[src/shared/index_prefix_pkg.sv]
// Types and constants shared by the index prefix address modifier.
package index_prefix_pkg;

   localparam int unsigned ADDR_W    = 24;
   localparam int unsigned OPND_W    = 16;
   localparam logic [1:0]  SCALE_X1  = 2'h0;
   localparam logic [1:0]  SCALE_X2  = 2'h1;
   localparam logic [1:0]  SCALE_X4  = 2'h2;
   localparam logic [OPND_W-1:0] LONG_OPND_MASK = 16'h3FFF;
   localparam logic [OPND_W-1:0] WORD_OPND_MASK = 16'h7FFF;
   localparam logic [OPND_W-1:0] BYTE_OPND_MASK = 16'hFFFF;
   localparam int unsigned BIT_SEL_W = 3;

   typedef enum logic [3:0] {
      byte_index_prefix, byte_dest_index_prefix, byte_src_index_prefix,
      word_index_prefix, word_dest_index_prefix, word_src_index_prefix,
      long_index_prefix, long_dest_index_prefix, long_src_index_prefix,
      bit_offset_prefix
   } prefix_kind_t;

   // Instruction groups as the decoder classifies the follow-on opcode.
   typedef enum logic [4:0] {
      op_add, op_cmp, op_mov, op_sub, op_adc, op_and, op_max, op_min,
      op_mul, op_mulu, op_or, op_sbb, op_tst, op_xor,
      op_unary, op_shift, op_shift_no_carry, op_cond_store, op_div, op_push,
      op_indirect_jump, op_indirect_subroutine_call,
      op_bit_src, op_bit_dst, op_other
   } op_class_t;

   typedef enum logic [1:0] {fmt_general, fmt_quick, fmt_short} op_format_t;
   typedef enum logic [1:0] {size_byte, size_word, size_long, size_addr} op_size_t;

   typedef enum logic [3:0] {
      mode_data_reg, mode_addr_reg, mode_ind_a0, mode_ind_a1,
      mode_dsp8_a, mode_dsp8_base, mode_dsp16_a, mode_dsp16_base,
      mode_dsp24_a, mode_abs16, mode_abs24,
      mode_stack_ptr, mode_dsp8_stack, mode_immediate
   } addr_mode_t;

   typedef struct packed {
      prefix_kind_t      kind;
      logic [OPND_W-1:0] operand;
   } prefix_req_t;

   typedef struct packed {
      op_class_t         op;
      op_format_t        fmt;
      op_size_t          size;
      addr_mode_t        src_mode;
      addr_mode_t        dst_mode;
      logic              src_indirect;
      logic              dst_indirect;
      logic [ADDR_W-1:0] src_addr;
      logic [ADDR_W-1:0] dst_addr;
   } instr_req_t;

   typedef struct packed {
      logic                 legal;
      logic                 src_modified;
      logic                 dst_modified;
      logic [ADDR_W-1:0]    src_addr;
      logic [ADDR_W-1:0]    dst_addr;
      logic                 bit_valid;
      logic [BIT_SEL_W-1:0] bit_sel;
   } addr_result_t;

endpackage : index_prefix_pkg

[src/hdl/index_scale_add.sv]
// Unsigned scaled offset adder for one operand address.
`timescale 1ns/1ps
module index_scale_add
   import index_prefix_pkg::*;
#(
   parameter int unsigned AW = ADDR_W,
   parameter int unsigned OW = OPND_W
) (
   input  wire logic [AW-1:0] base,
   input  wire logic [OW-1:0] offset,
   input  wire logic [1:0]    scale,
   output logic      [AW-1:0] sum
);
   logic [AW-1:0] wide_off;

   // Wrapping past the top of the address space is accepted, as in the core adder.
   always_comb begin
      wide_off = AW'(offset);
      if (scale == SCALE_X4) begin
         wide_off = AW'({offset, 2'h0});
      end else if (scale == SCALE_X2) begin
         wide_off = AW'({offset, 1'h0});
      end
      sum = base + wide_off;
   end
endmodule : index_scale_add

[src/hdl/index_prefix_address_modifier.sv]
// Index prefix capture, follow-on legality check and operand address modification.
`timescale 1ns/1ps
module index_prefix_address_modifier
   import index_prefix_pkg::*;
(
   input  wire logic         sys_clk,
   input  wire logic         rst_n,
   input  wire logic         prefix_valid,
   input  wire prefix_req_t  prefix_req,
   input  wire logic         instr_valid,
   input  wire instr_req_t   instr_req,
   input  wire logic         instr_done,
   output logic              result_valid,
   output addr_result_t      result,
   output logic              prefix_armed,
   output logic              irq_hold
);

   typedef enum logic [1:0] {st_idle, st_armed, st_busy} seq_t;

   typedef struct packed {
      seq_t              seq;
      logic              armed;
      prefix_kind_t      kind;
      logic [OPND_W-1:0] offset;
      logic              res_valid;
      addr_result_t      res;
      logic              hold;
   } state_t;

   state_t            s_q;
   state_t            s_d;
   logic [OPND_W-1:0] eff_off;
   logic [1:0]        scale;
   logic [ADDR_W-1:0] src_sum;
   logic [ADDR_W-1:0] dst_sum;
   logic              ok_op;
   logic              want_src;
   logic              want_dst;
   logic              need_size;
   op_size_t          exp_size;
   logic              ok_src_mode;
   logic              ok_dst_mode;
   logic              ok_fmt;
   logic              ok_stack;

   // Only memory modes that the address generator can index.
   function automatic logic mem_mode_ok(input addr_mode_t m);
      // Registers, stack pointer, stack displacement and immediates are refused.
      mem_mode_ok = (m == mode_ind_a0) || (m == mode_ind_a1) || (m == mode_dsp8_a) ||
                    (m == mode_dsp8_base) || (m == mode_dsp16_a) || (m == mode_dsp16_base) ||
                    (m == mode_dsp24_a) || (m == mode_abs16) || (m == mode_abs24);
   endfunction : mem_mode_ok

   function automatic logic is_group_a(input op_class_t op);
      is_group_a = (op == op_add) || (op == op_cmp) || (op == op_mov) || (op == op_sub) ||
                   (op == op_adc) || (op == op_and) || (op == op_max) || (op == op_min) ||
                   (op == op_mul) || (op == op_mulu) || (op == op_or) || (op == op_sbb) ||
                   (op == op_tst) || (op == op_xor);
   endfunction : is_group_a

   function automatic logic is_long_core(input op_class_t op);
      is_long_core = (op == op_add) || (op == op_cmp) || (op == op_mov) || (op == op_sub);
   endfunction : is_long_core

   function automatic logic is_jump(input op_class_t op);
      is_jump = (op == op_indirect_jump) || (op == op_indirect_subroutine_call);
   endfunction : is_jump

   // Offset trimmed to the legal range and the scaling for the captured prefix.
   always_comb begin
      eff_off = s_q.offset;
      scale   = SCALE_X1;
      case (s_q.kind)
         // Word prefixes double a 15-bit operand.
         word_index_prefix, word_dest_index_prefix, word_src_index_prefix: begin
            eff_off = s_q.offset & WORD_OPND_MASK;
            scale   = SCALE_X2;
         end
         // Long prefixes quadruple a 14-bit operand.
         long_index_prefix, long_dest_index_prefix, long_src_index_prefix: begin
            eff_off = s_q.offset & LONG_OPND_MASK;
            scale   = SCALE_X4;
         end
         // Bit offset becomes a byte step plus a bit position.
         bit_offset_prefix: begin
            eff_off = s_q.offset >> BIT_SEL_W;
         end
         // Byte prefixes add the operand unscaled.
         default: begin
            eff_off = s_q.offset & BYTE_OPND_MASK;
         end
      endcase
   end

   index_scale_add #(.AW(ADDR_W), .OW(OPND_W)) u_src_add (
      .base   (instr_req.src_addr),
      .offset (eff_off),
      .scale  (scale),
      .sum    (src_sum)
   );

   index_scale_add #(.AW(ADDR_W), .OW(OPND_W)) u_dst_add (
      .base   (instr_req.dst_addr),
      .offset (eff_off),
      .scale  (scale),
      .sum    (dst_sum)
   );

   // Which follow-on instructions each prefix accepts and which operand it moves.
   always_comb begin
      ok_op     = 1'b0;
      want_src  = 1'b0;
      want_dst  = 1'b0;
      need_size = 1'b1;
      exp_size  = size_byte;
      case (s_q.kind)
         // Two-operand and source byte/word prefixes take group A only.
         byte_index_prefix, word_index_prefix: begin
            ok_op    = is_group_a(instr_req.op);
            want_src = 1'b1;
            want_dst = 1'b1;
         end
         byte_src_index_prefix, word_src_index_prefix: begin
            ok_op    = is_group_a(instr_req.op);
            want_src = 1'b1;
         end
         // Destination byte/word prefixes take the wider destination set.
         byte_dest_index_prefix, word_dest_index_prefix: begin
            if ((instr_req.op == op_div) || (instr_req.op == op_push)) begin
               ok_op    = 1'b1;
               want_src = 1'b1;
            // Only the word form also indexes the jump table.
            end else if (is_jump(instr_req.op)) begin
               ok_op    = (s_q.kind == word_dest_index_prefix);
               want_src = 1'b1;
            end else begin
               ok_op    = is_group_a(instr_req.op) || (instr_req.op == op_unary) ||
                          (instr_req.op == op_shift) || (instr_req.op == op_cond_store);
               want_dst = 1'b1;
            end
         end
         // Long two-operand prefix indexes both operands.
         long_index_prefix: begin
            ok_op    = is_long_core(instr_req.op);
            want_src = 1'b1;
            want_dst = 1'b1;
         end
         // Long source prefix indexes the source only.
         long_src_index_prefix: begin
            ok_op    = is_long_core(instr_req.op);
            want_src = 1'b1;
         end
         // Long destination prefix: source of multiply, divide and jumps, destination of the rest.
         long_dest_index_prefix: begin
            if ((instr_req.op == op_div) || (instr_req.op == op_mul) ||
                (instr_req.op == op_mulu) || is_jump(instr_req.op)) begin
               ok_op    = 1'b1;
               want_src = 1'b1;
            end else begin
               ok_op    = is_long_core(instr_req.op) || (instr_req.op == op_shift) ||
                          (instr_req.op == op_shift_no_carry);
               want_dst = 1'b1;
            end
         end
         // Bit prefix: source of tests and logic, destination of writes.
         default: begin
            need_size = 1'b0;
            ok_op     = (instr_req.op == op_bit_src) || (instr_req.op == op_bit_dst);
            want_src  = (instr_req.op == op_bit_src);
            want_dst  = (instr_req.op == op_bit_dst);
         end
      endcase
      if ((s_q.kind == word_index_prefix) || (s_q.kind == word_dest_index_prefix) ||
          (s_q.kind == word_src_index_prefix)) begin
         exp_size = size_word;
      end else if ((s_q.kind == long_index_prefix) || (s_q.kind == long_dest_index_prefix) ||
                   (s_q.kind == long_src_index_prefix)) begin
         // Jump table entries are fetched long-word scaled, whatever the size.
         exp_size = is_jump(instr_req.op) ? instr_req.size : size_long;
      end
   end

   // The indirect flag never disqualifies a permitted mode.
   assign ok_src_mode = !want_src || mem_mode_ok(instr_req.src_mode);
   assign ok_dst_mode = !want_dst || mem_mode_ok(instr_req.dst_mode);
   // Add, compare and move must be in general format.
   assign ok_fmt = !is_long_core(instr_req.op) || (instr_req.op == op_sub) ||
                   (instr_req.fmt == fmt_general);
   // Stack pointer refused around an indexed add; no 8-bit stack move.
   assign ok_stack = !(((instr_req.op == op_add) &&
                        ((instr_req.src_mode == mode_stack_ptr) ||
                         (instr_req.dst_mode == mode_stack_ptr))) ||
                       ((instr_req.op == op_mov) &&
                        ((instr_req.src_mode == mode_dsp8_stack) ||
                         (instr_req.dst_mode == mode_dsp8_stack))));

   always_comb begin
      s_d           = s_q;
      s_d.res_valid = 1'b0;
      case (s_q.seq)
         st_idle: begin
            if (prefix_valid) begin
               s_d.seq    = st_armed;
               s_d.armed  = 1'b1;
               s_d.kind   = prefix_req.kind;
               s_d.offset = prefix_req.operand;
               // Interrupts held from the prefix until its partner completes.
               s_d.hold   = 1'b1;
            end
         end
         st_armed: begin
            if (instr_valid) begin
               s_d.seq              = st_busy;
               s_d.armed            = 1'b0;
               s_d.res_valid        = 1'b1;
               // An immediate bit number is ignored; the prefix supplies it.
               s_d.res.legal        = ok_op && ok_src_mode && ok_dst_mode && ok_fmt &&
                                      ok_stack && (!need_size || (instr_req.size == exp_size));
               s_d.res.src_modified = want_src;
               s_d.res.dst_modified = want_dst;
               // Source operand address takes the scaled offset.
               s_d.res.src_addr     = want_src ? src_sum : instr_req.src_addr;
               s_d.res.dst_addr     = want_dst ? dst_sum : instr_req.dst_addr;
               s_d.res.bit_valid    = (s_q.kind == bit_offset_prefix);
               s_d.res.bit_sel      = (s_q.kind == bit_offset_prefix) ?
                                      s_q.offset[BIT_SEL_W-1:0] : '0;
            end
         end
         default: begin
            // Completion is waited for, however many cycles the core needs.
            if (instr_done) begin
               // The offset is forgotten once its one instruction ends.
               s_d.seq    = st_idle;
               s_d.offset = '0;
               s_d.hold   = 1'b0;
            end
         end
      endcase
   end

   always_ff @(posedge sys_clk or negedge rst_n) begin
      if (!rst_n) begin
         s_q <= '0;
      end else begin
         s_q <= s_d;
      end
   end

   assign result_valid = s_q.res_valid;
   assign result       = s_q.res;
   assign prefix_armed = s_q.armed;
   assign irq_hold     = s_q.hold;

endmodule : index_prefix_address_modifier

[config.mk]
export PLATFORM = sky130hd
export DESIGN_NAME = index_prefix_address_modifier
export DESIGN_NICKNAME = d
export VERILOG_FILES = /design/src/shared/index_prefix_pkg.sv /design/src/hdl/index_scale_add.sv /design/src/hdl/index_prefix_address_modifier.sv
export SDC_FILE = /design/constraint.sdc
export NUM_CORES = 1
export LEC_CHECK = 0
export BUFFER_PORTS_ARGS = -buffer_cell sky130_fd_sc_hd__buf_2
export CAP_MARGIN = 10
export CORE_UTILIZATION = 55
export DETAILED_ROUTE_END_ITERATION = 8
export PLACE_DENSITY = 0.79
export SLEW_MARGIN = 20
export SYNTH_ARGS = -nofsm -noshare
export SYNTH_HDL_FRONTEND = slang
export SYNTH_SLANG_ARGS = --single-unit
export TNS_END_PERCENT = 5
[constraint.sdc]
create_clock -name sys_clk -period 5.2 [get_ports sys_clk]
set_clock_uncertainty 0.15 [all_clocks]
set_input_delay 0.78 -clock sys_clk [delete_from_list [all_inputs] [get_ports sys_clk]]
set_output_delay 0.78 -clock sys_clk [all_outputs]
set_load 0.01 [all_outputs]
Yosys cells after proc, flatten, opt, wreduce, memory -nomap -nowiden
Index checks and enable logic that the tools add are counted.

operators by class
  multiplexer cells = 35
  $add $sub $neg = 2
  equal/unequal tests = 60
  reductions and logical operators = 85
  bitwise logic cells = 1

operators with widths
  kind                                                  number
  two-way mux 56 bit                                    2
  two-way mux 24 bit                                    3
  logical OR 1 bit                                      52
  adder 24 bit                                          2
  equality test 4 x 3 -> 1 bit (second input constant)  12
  equality test 4 bit (second input constant)           12
  one-hot mux 16 bit (3 select lines)                   1
  equality test 5 x 4 -> 1 bit (second input constant)  8
  equality test 5 bit (second input constant)           8
  one-hot mux 16 bit (2 select lines)                   1
  equality test 4 x 2 -> 1 bit (second input constant)  6
  two-way mux 23 bit                                    1
  equality test 5 x 3 -> 1 bit (second input constant)  4
  two-way mux 17 bit                                    1
  two-way mux 16 bit                                    1
  two-way mux 1 bit                                     12
  OR reduction 3 bit                                    4
  equality test 5 x 2 -> 1 bit (second input constant)  2
  AND reduction 3 bit                                   3
  OR reduction 9 bit                                    1
  two-way mux 2 bit                                     4
  one-hot mux 1 bit (4 select lines)                    2
  one-hot mux 2 bit (2 select lines)                    2
  logical AND 1 bit                                     7
  20 further kinds                                      32

word-level totals
  word-level logic and storage cells = 196
  flip-flop bits (word level) = 80

Depth between registers and ports, before layout
Gate-level depths: netlist of the first run.

  word-level depth = 27
  gate-level depth with buffers = 16

Hierarchy
From an unflattened synthesis of the first run, not the netlist that was laid out.

unflattened totals
  cells, all modules = 902
  area total of the unflattened synthesis = 7518.5 µm²

by module, submodules not included
  module                         cells each  instances  area an instance (µm²)
  index_prefix_address_modifier  493         1          4682.0
  index_scale_add at u_dst_add   201         1          1430.1
  index_scale_add at u_src_add   208         1          1406.3

Least setup slack after synthesis of the first run
No wires, ideal clock.

  path kind = flip-flop to flip-flop
  from = register s_q[74] in the netlist's numbering
  to = register s_q (netlist bit result[26])
  period minus slack after synthesis = 4.099 ns
  path slack = 1.101 ns
  data arrival time = 3.818 ns
  buffers on the path = 2
  cell stages (with the launch flop) = 16
  cells stage by stage = dfrtp_1 clkbuf_1 nand2b_1 nor3b_2 buf_2 mux2i_1 a22o_1 a21oi_1 ha_1 a21o_1 a221o_1 a22o_1 o41a_1 o2111ai_1 xor2_1 o21ai_1

between the ends
  word-level cells in the longest chain between the ends = 8
  elaborated cells on any way between the ends = 24
  those cells by class = add/sub (1); eq/ne (11); mux (6); reduce/logical (6)

ends and longest elaborated chain
  element                                                     RTL line                                                                   text
  start: declaration                                          index_prefix_address_modifier.sv:31                                        state_t s_q;
  start signal: assignment                                    index_prefix_address_modifier.sv:244                                       s_q <= '0;
  start signal: assignment                                    index_prefix_address_modifier.sv:246                                       s_q <= s_d;
  equality test 4 x 3 -> 1 bit, or another cell as far along  index_prefix_address_modifier.sv:74, index_prefix_address_modifier.sv:117
  OR reduction 3 bit                                          index_prefix_address_modifier.sv:74                                        case (s_q.kind)
  one-hot mux 2 bit (2 select lines)                          index_prefix_address_modifier.sv:74
  equality test 2 x 1 -> 1 bit                                index_scale_add.sv:21                                                      end else if (scale == SCALE_X2) begin
  two-way mux 17 bit                                          index_scale_add.sv:21
  two-way mux 24 bit                                          index_scale_add.sv:19                                                      if (scale == SCALE_X4) begin
  adder 24 bit                                                index_scale_add.sv:24                                                      sum = base + wide_off;
  two-way mux 24 bit (*)                                      index_prefix_address_modifier.sv:224                                       s_d.res.dst_addr = want_dst ? dst_sum : instr_req.dst_addr;

Mark *: on every way between the ends. The rest lies on a longest branch, timed or not.
A chain may end at the register's enable or synchronous reset.

Worst setup path after layout of the first run
  from = register s_q[75] in the netlist's numbering
  to = register s_q (netlist bit result[48])

between the ends
  word-level cells in the longest chain between the ends = 8
  elaborated cells on any way between the ends = 23
  those cells by class = add/sub (1); eq/ne (11); mux (6); reduce/logical (5)

ends and longest elaborated chain
  element                                                     RTL line                                                                   text
  equality test 4 x 3 -> 1 bit, or another cell as far along  index_prefix_address_modifier.sv:74, index_prefix_address_modifier.sv:117
  OR reduction 3 bit                                          index_prefix_address_modifier.sv:74
  one-hot mux 2 bit (2 select lines)                          index_prefix_address_modifier.sv:74
  equality test 2 x 1 -> 1 bit                                index_scale_add.sv:21
  two-way mux 17 bit                                          index_scale_add.sv:21
  two-way mux 24 bit                                          index_scale_add.sv:19
  adder 24 bit                                                index_scale_add.sv:24
  two-way mux 24 bit (*)                                      index_prefix_address_modifier.sv:223                                       s_d.res.src_addr = want_src ? src_sum : instr_req.src_addr;

Marks and branches as above.

==> results.md, run 1 <==
Run status:
- The run finished with clean final reports.

Route:
- The via density per instance is 6.160.
- The final layout contains routed wiring with a total length of 17,220 um.
- The mean routed wirelength per cell is 17.25 um.
- The detail route stage leaves a number of antenna-violating nets equal to 0.
- For this block, the initial DRC count from the detailed router was 553.
- The count of TritonRoute iterations in the first routing pass is 5.
- After detailed routing, the number of remaining DRC violations is 0.
- The total via count in the routed design is approximately 6,000.

Hold path:
- The path class of the tightest hold or removal check is in -> async.

Setup path:
- For the worst setup path, the data arrival time is 4690 ps.
- The required time reported for the critical path endpoint is 5260 ps.
- By startpoint and endpoint, the worst setup path is classified as reg -> reg.
- The worst setup path is captured at a flip-flop.
- The critical path launch point type is a flip-flop.
- In this run the worst path has a maximum fanout of 16.

Placement:
- The HPWL after detailed placement is about 13,000 um.
- The number of cells in the design after placement is just under 1,000.
- Routability-driven placement finished with a final weighted congestion of roughly 0.94.
- The count of buffers added on input and output ports is 147.

Logic synthesis:
- Yosys mapped a number of flops with a built-in enable equal to 0.
- The number of instances in the synthesized netlist is 777.
- Summing the sequential cell areas from Yosys gives 30.81% of the chip area.
- In this run, synthesis produced a sequential element count of 80.
- The count of different cell masters after synthesis is 66.
- The most used flip-flop cell after synthesis is sky130_fd_sc_hd__dfrtp_1.
- The post-synthesis average cell area is 8.362 um2.
- The Yosys warning count is 0.
- Of all flip-flops after synthesis, the portion carrying an async set or reset was 100.0%.
- The post-synthesis cell area is about 6500 um2.

Clock tree:
- The clock sink count is 80.
- The number of H-tree levels is 3.
- The clock-pin slew of the registers on the worst-case setup and hold paths is about 70 ps.
- TritonCTS built the clock tree.
- Post-CTS timing repair inserted 0 buffers for setup.
- In this run, post-CTS repair resized a total of 0 instances.
- The insertion delay to the later sink of the worst-skew pair is 350 ps.
- The hold-fix buffer count after cts is 0.
- Buffers inserted during clock tree synthesis total 9.
- The tree is rooted in a sky130_fd_sc_hd__clkbuf_16.
- The maximum clock insertion buffer count is 2.

Timing:
- Adding up every negative setup slack in the final design gives 0 ps.
- The final setup violation count is 0.
- The worst path uses 89.06% of the clock period.
- The worst pin sits at a relative slew slack of 30.15%.
- The top achievable clock speed is 215.9 MHz.
- Setup repair after global routing left no endpoint under its margin.
- The clock period minus worst slack is 4631 ps.
- The number of hold-slack violations in the final timing report was 0.
- The final-report max-slew violation count came to 0.
- The slew at the pin closest to its max-slew limit is 1047 ps.

Layout:
- The post-route netlist has 21.52% of its cells at a drive strength greater than 1.
- The post-layout net count is 980.
- 0 antenna diodes ended up in the layout.
- The layout overhead on the synthesized area is 10.65%.
- The number of non-filler instances in the completed layout is 998.
- After filler insertion, the fill cell instance count of the layout stands at 971.

Floorplanning:
- The die outline height is 110.7 um.
- The floorplan step set the die width to around 110 um.
- The initial cell density of the core is around 57%.
- The top-level port count is 150.
- The total die area is 12,250 um2.
- The floorplan has 39 rows.
- The core area is 11,470 um2.

Global route:
- The initial antenna violation count is 0.
- Entering global routing, the biggest net connects 81 pins.
- In the global route stage, overall resource usage came out at 28.70%.
- The number of global-route vias before repair is 5,979.
- The wire length of the first global-routing pass is 28,410 um.
- The total global routing overflow is 0.

Run:
- Across the run, the number of max-cap violations was 0.

Power:
- VDD sags by at most 0.4055 mV.
- The leakage power summed over all cells is roughly 3.4 nW.
- Dividing total power by cell area gives a power density of 831.6 nW/um2.
- After layout, the design draws a total of between 5 and 6 mW.
[layout by cell type (no fill, tap or decap), drive strengths merged, types with 6 or more instances in the layout]
master,netlist,layout
nor2b,9,9
nor3,11,11
and2,6,6
a22o,29,29
a21o,17,17
xnor2,18,18
mux2i,16,16
o21ai,63,63
xor2,18,18
nor2,61,61
a31oi,14,14
and3,10,10
clkbuf,25,9
o21a,18,18
a211oi,7,7
buf,69,153
nand2,72,72
ha,36,36
o211ai,8,8
inv,17,19
mux2,6,6
dfrtp,80,80
a21oi,69,69
nand3,19,19
[critical path, cell delays in order (launching register included)]
cell and delay (ps):
sky130_fd_sc_hd__dfrtp_1 680, sky130_fd_sc_hd__nor2b_1 160, sky130_fd_sc_hd__a22o_2 380, sky130_fd_sc_hd__nor2_1 590, sky130_fd_sc_hd__a21oi_1 300, sky130_fd_sc_hd__ha_1 510
sky130_fd_sc_hd__o211ai_1 190, sky130_fd_sc_hd__a2111oi_0 420, sky130_fd_sc_hd__o21ai_1 180, sky130_fd_sc_hd__a211oi_1 440, sky130_fd_sc_hd__o21ai_0 190, sky130_fd_sc_hd__xor2_1 210
sky130_fd_sc_hd__o21ai_1 90
[final timing paths]
| check | from | to | slack, ps | cells after the start |
|---|---|---|---|---|
| worst max-delay path | s_q[75] | result[48] | 570 | 12 |
| max in group asynchronous | rst_n | result[31] | 4090 | 1 |
| worst min register to register | result[21] | result[21] | 320 | 2 |
| min in group sys_clk | result[21] | result[21] | 320 | 2 |
| worst max register to register | s_q[75] | result[48] | 570 | 12 |
| worst min-delay path | rst_n | result[52] | 320 | 1 |
[registers in the layout, indices dropped and copies added, names as in the netlist]
register      cells
irq_hold          1
result           55
prefix_armed      1
s_q              22
result_valid      1
[power by group]
part	switching [mW]	internal, mW
sequential	0.237	0.910
clock	0.276	0.327
combinational	2.49	1.74
[layer usage]
| metal | track usage [%] | vias to the layer above | part of all wire [%] |
|---|---|---|---|
| met5 | 0 | - | 0 |
| met4 | 11.73 | 0 | 2.8 |
| met3 | 5.850 | 37 | 6.2 |
| met2 | 47.12 | 239 | 47 |
| met1 | 36.93 | 2931 | 44 |
| li1 | - | 2941 | - |
[metrics by stage]
stage | instance area (um2) | hold slack, ps | util, % | worst slack, ps
3_3_place_gp | 6900 | 306.1 | 60.17 | 655.8
4_1_cts | 7181 | 327.0 | 62.62 | 546.3
3_5_place_dp | 6900 | 312.4 | 60.17 | 572.9
6_report | 7189 | 316.2 | 62.70 | 569.1
5_1_grt | 7189 | 349.3 | 62.70 | 96.46
2_1_floorplan | 6509 | 298.2 | - | 1101
[final cells by class]
type / instances / area, um2 / share of cell area, %
Tap cell: 143 / 178.9 / 2.489
Clock buffer: 9 / 225.2 / 3.133
Sequential cell: 80 / 2002 / 27.85
Clock inverter: 7 / 55.05 / 0.7657
Inverter: 17 / 63.81 / 0.8876
Timing Repair Buffer: 153 / 787.0 / 10.95
Multi-Input combinational cell: 589 / 3877 / 53.93
[cell families (layout without fill, tap and decap cells)]
logic type | count (synthesis) | in the layout | share of synthesized area (%)
AOI/OAI and AO/OA | 268 | 268 | 27.23
xor gates and xnor gates | 36 | 36 | 4.853
adders and majority gates | 38 | 38 | 7.549
buffers and inverters | 111 | 186 | 9.917
DFF | 80 | 80 | 30.81
muxes | 22 | 22 | 3.505
other | 1 | 4 | 0.05771
and+or+nand+nor | 221 | 221 | 16.08
[cell usage after synthesis, types with 8 or more instances]
library cell | n | area [um2]
sky130_fd_sc_hd__a31oi_1 | 14 | 87.58
sky130_fd_sc_hd__xor2_1 | 18 | 157.7
sky130_fd_sc_hd__nand2_1 | 72 | 270.3
sky130_fd_sc_hd__dfrtp_1 | 80 | 2002
sky130_fd_sc_hd__clkbuf_1 | 25 | 93.84
sky130_fd_sc_hd__buf_2 | 8 | 40.04
sky130_fd_sc_hd__o21ai_1 | 11 | 55.05
sky130_fd_sc_hd__a21oi_1 | 68 | 340.3
sky130_fd_sc_hd__ha_1 | 36 | 450.4
sky130_fd_sc_hd__a22o_1 | 29 | 254.0
sky130_fd_sc_hd__inv_1 | 17 | 63.81
sky130_fd_sc_hd__mux2i_1 | 16 | 160.2
sky130_fd_sc_hd__buf_4 | 56 | 420.4
sky130_fd_sc_hd__nand3_1 | 19 | 95.09
sky130_fd_sc_hd__nor3_1 | 11 | 55.05
sky130_fd_sc_hd__and3_1 | 10 | 62.56
sky130_fd_sc_hd__xnor2_1 | 18 | 157.7
sky130_fd_sc_hd__nor2b_1 | 9 | 56.30
sky130_fd_sc_hd__o21a_1 | 18 | 135.1
sky130_fd_sc_hd__nor2_1 | 61 | 229.0
sky130_fd_sc_hd__o21ai_0 | 52 | 260.3
sky130_fd_sc_hd__a21o_1 | 17 | 127.6
sky130_fd_sc_hd__o211ai_1 | 8 | 60.06
Note: power is estimated with default switching activity, not from simulation.
==> run 2, diff against run 1 <==
Settings changed: CORE_UTILIZATION 55 to 57, CTS_BUF_LIST from default to sky130_fd_sc_hd__clkbuf_8, PLACE_DENSITY 0.79 to 0.82.
==> results.md, run 2 (same netlist as run 1, synthesis figures left out) <==
Setup path:
- The worst setup path is captured at a flip-flop.
- The arrival time at the worst endpoint came to 4840 ps (+150 ps).
- The worst setup slack for register-to-register paths is 450 ps (-120 ps).
- The worst register-to-register path ends at result[26].
- The critical path launch point type is a flip-flop.
- The worst setup path is of the reg -> reg kind.
- The worst register-to-register path begins at s_q[74].
- The maximum fanout along the worst path came to 14 (-2).
- The path depth of the worst reg2reg path came to 12 (unchanged).
- The required time reported for the critical path endpoint came to 5290 ps (+30 ps).

Power:
- The part of the power in combinational logic came to 72.2% (+1.5 points).
- The worst voltage drop across the vdd grid is 0.4489 mV (+11%).
- The fraction of power spent switching nets was 50.60% (+0.31 points).
- The internal power component is 2.874 mW (-3.3%).
- The power per cell area is 818.0 nW/um2 (-1.6%).
- The sequential cell fraction of total power came to 19.5% (+0.3 points).
- The leakage power summed over all cells is 3.343 nW (-0.90%).
- The switching power total is 2.944 mW (-2.1%).
- The share of total power in the clock network is 8.3% (-1.8 points).

Timing:
- The top achievable clock speed is 210.4 MHz (-2.6%).
- The post-route clock period utilization is 91.41% (+2.4 points).
- The clock period minus worst slack is 4753 ps (+122.5 ps).
- The number of hold-slack violations in the final timing report is 0 (unchanged).
- The slew at the pin closest to its max-slew limit was 998.6 ps (-47.97 ps).
- The setup TNS after final layout was 0 ps (unchanged).
- The normalized max-slew margin was 33.43% (+3.3 points).
- The final-report max-slew violation count was 0 (unchanged).
- The final setup violation count is 0 (unchanged).
- Setup repair after global routing left no endpoint under its margin.

Layout:
- The fraction of layout instances using a drive strength above 1 is 21.50% (-0.025 points).
- The flip-flop count of the largest register after layout is 55 (unchanged).
- The area growth from synthesis to layout is 9.474%.
- The post-layout net count is 981 (+0.10%).
- The diode insertion count for antenna repair is 0 (unchanged).
- The library cells used most frequently in the layout, excluding fill and tap cells, are sky130_fd_sc_hd__buf_2 (146), sky130_fd_sc_hd__dfrtp_1 (80), sky130_fd_sc_hd__nand2_1 (72), sky130_fd_sc_hd__a21oi_1 (67), sky130_fd_sc_hd__nor2_1 (61).
- The number of non-filler instances in the completed layout is 996 (-0.20%).
- The most frequent standard cell in the layout excluding fill and tap cells is sky130_fd_sc_hd__buf_2.

Placement:
- The number of port buffers came to 147 (unchanged).
- The HPWL after detailed placement was 12,770 um (-2.6%).
- The number of cells in the design after placement is 980 (-0.20%).
- The final weighted congestion in routability-driven placement was 0.9897 (+5.8%).

Floorplanning:
- The total number of placement rows is 38 (-2.6%).
- The die outline height was 108.8 um (-1.7%).
- The total die area came to 11,830 um2 (-3.4%).
- The top-level port count came to 150 (unchanged).
- The die width came to 108.8 um (-1.7%).
- The initial cell density of the core was 59.16% (+2.5 points).
- The core area is 10,980 um2 (-4.2%).

Route:
- The iteration-0 DRC count of the detailed router is 603 (+9.0%).
- The total via count in the routed design came to 6,055 (-1.5%).
- The total wire length after detailed routing is 16,670 um (-3.1%).
- The mean routed wirelength per cell was 16.74 um (-3.0%).
- The via density per instance is 6.079 (-1.3%).
- The count of TritonRoute iterations in the first routing pass came to 6 (+1).
- The post-detailed-route DRC marker count is 0 (unchanged).
- The number of nets with antenna violations after routing was 0 (unchanged).

Clock tree:
- The number of post-CTS setup repair buffers is 0 (unchanged).
- The insertion delay to the later sink of the worst-skew pair is 380 ps (+30 ps).
- The clock sink count was 80 (unchanged).
- The number of buffers added by the clock tree synthesis step came to 9 (unchanged).
- TritonCTS built the clock tree.
- The post-CTS resize count is 0 (unchanged).
- The maximum clock insertion buffer count is 2 (unchanged).
- The number of H-tree levels is 3 (unchanged).
- The cell sitting at the root of the clock tree is a sky130_fd_sc_hd__clkbuf_8.
- The hold-fix buffer count after cts is 0 (unchanged).
- The clock-pin slew of the registers on the worst-case setup and hold paths was 90 ps (+20 ps).

Global route:
- The initial antenna violation count came to 0 (unchanged).
- The maximum number of pins on one net before global-route repair is 56 (-31%).
- The total global routing overflow was 0 (unchanged).
- The total routing usage reported by global routing is 29.34% (+0.64 points).
- The number of global-route vias before repair is 5,609 (-6.2%).
- The wire length of the first global-routing pass was 27,190 um (-4.3%).

Run status:
- The flow ran to the end, and the final reports show no timing, DRC or antenna violations.

Hold path:
- The path class of the tightest hold or removal check is in -> async.

Run:
- The max-capacitance violation count is 0 (unchanged).
[run 2: critical path, cell delays in order, from the launching register on]
cell                        delay [ps]
sky130_fd_sc_hd__dfrtp_1           500
sky130_fd_sc_hd__nor2b_1           450
sky130_fd_sc_hd__a22o_1            540
sky130_fd_sc_hd__nor2_1            300
sky130_fd_sc_hd__a221oi_1          560
sky130_fd_sc_hd__ha_1              390
sky130_fd_sc_hd__a21oi_1           240
sky130_fd_sc_hd__nor3b_1           360
sky130_fd_sc_hd__a211oi_1          220
sky130_fd_sc_hd__o41a_1            430
sky130_fd_sc_hd__o2111ai_1         230
sky130_fd_sc_hd__xor2_1            180
sky130_fd_sc_hd__o21ai_1            70
[run 2: cell type report]
class                           count  area, um2
Tap cell                          140      175.2
Fill cell                         947       3870
Clock buffer                       10      137.6
Sequential cell                    80       2002
Clock inverter                      6      67.56
Multi-Input combinational cell    589       3876
Inverter                           17      63.81
Timing Repair Buffer              154      790.8
[run 2: power by group through the flow]
stage / Sequential [mW] / Clock [mW] / Combinational [mW]
after floorplan: 1.05 / 0 / 3.48
after global placement: 1.13 / 0 / 3.99
after detailed placement: 1.14 / 0 / 4.12
after CTS: 1.13 / 0.497 / 4.15
after global routing: 1.18 / 0.522 / 4.67
final: 1.14 / 0.485 / 4.20
[run 2: how the worst max path moves through the flow]
| stage | startpoint | end | slack, ps |
|---|---|---|---|
| global placement | s_q[74] | result[26] | 680 |
| finish | s_q[74] | result[26] | 450 |
| floorplan | s_q[74] | result[26] | 1100 |
| detailed placement | s_q[74] | result[26] | 530 |
| global route | s_q[74] | result[26] | 80 |
| CTS | s_q[74] | result[26] | 510 |
[run 2: metal layers]
metal | global-route usage, % | up-vias | share of wire, %
li1 | - | 2935 | -
met1 | 40.10 | 2849 | 45
met2 | 46.56 | 239 | 46
met3 | 5.439 | 32 | 7.0
met4 | 10.14 | 0 | 2.2
met5 | 0 | - | 0
[run 2: stage by stage]
step	utilization [%]	setup slack, ps	total power [mW]	hold slack (ps)	area, um2
floorplan	-	1101	4.534	298.2	6509
global placement	62.86	676.2	5.117	306.7	6904
detailed placement	62.86	528.5	5.263	315.3	6904
CTS	64.73	508.4	5.773	141.1	7109
global route	64.76	75.78	6.368	157.2	7113
finish	64.76	446.6	5.818	151.6	7113
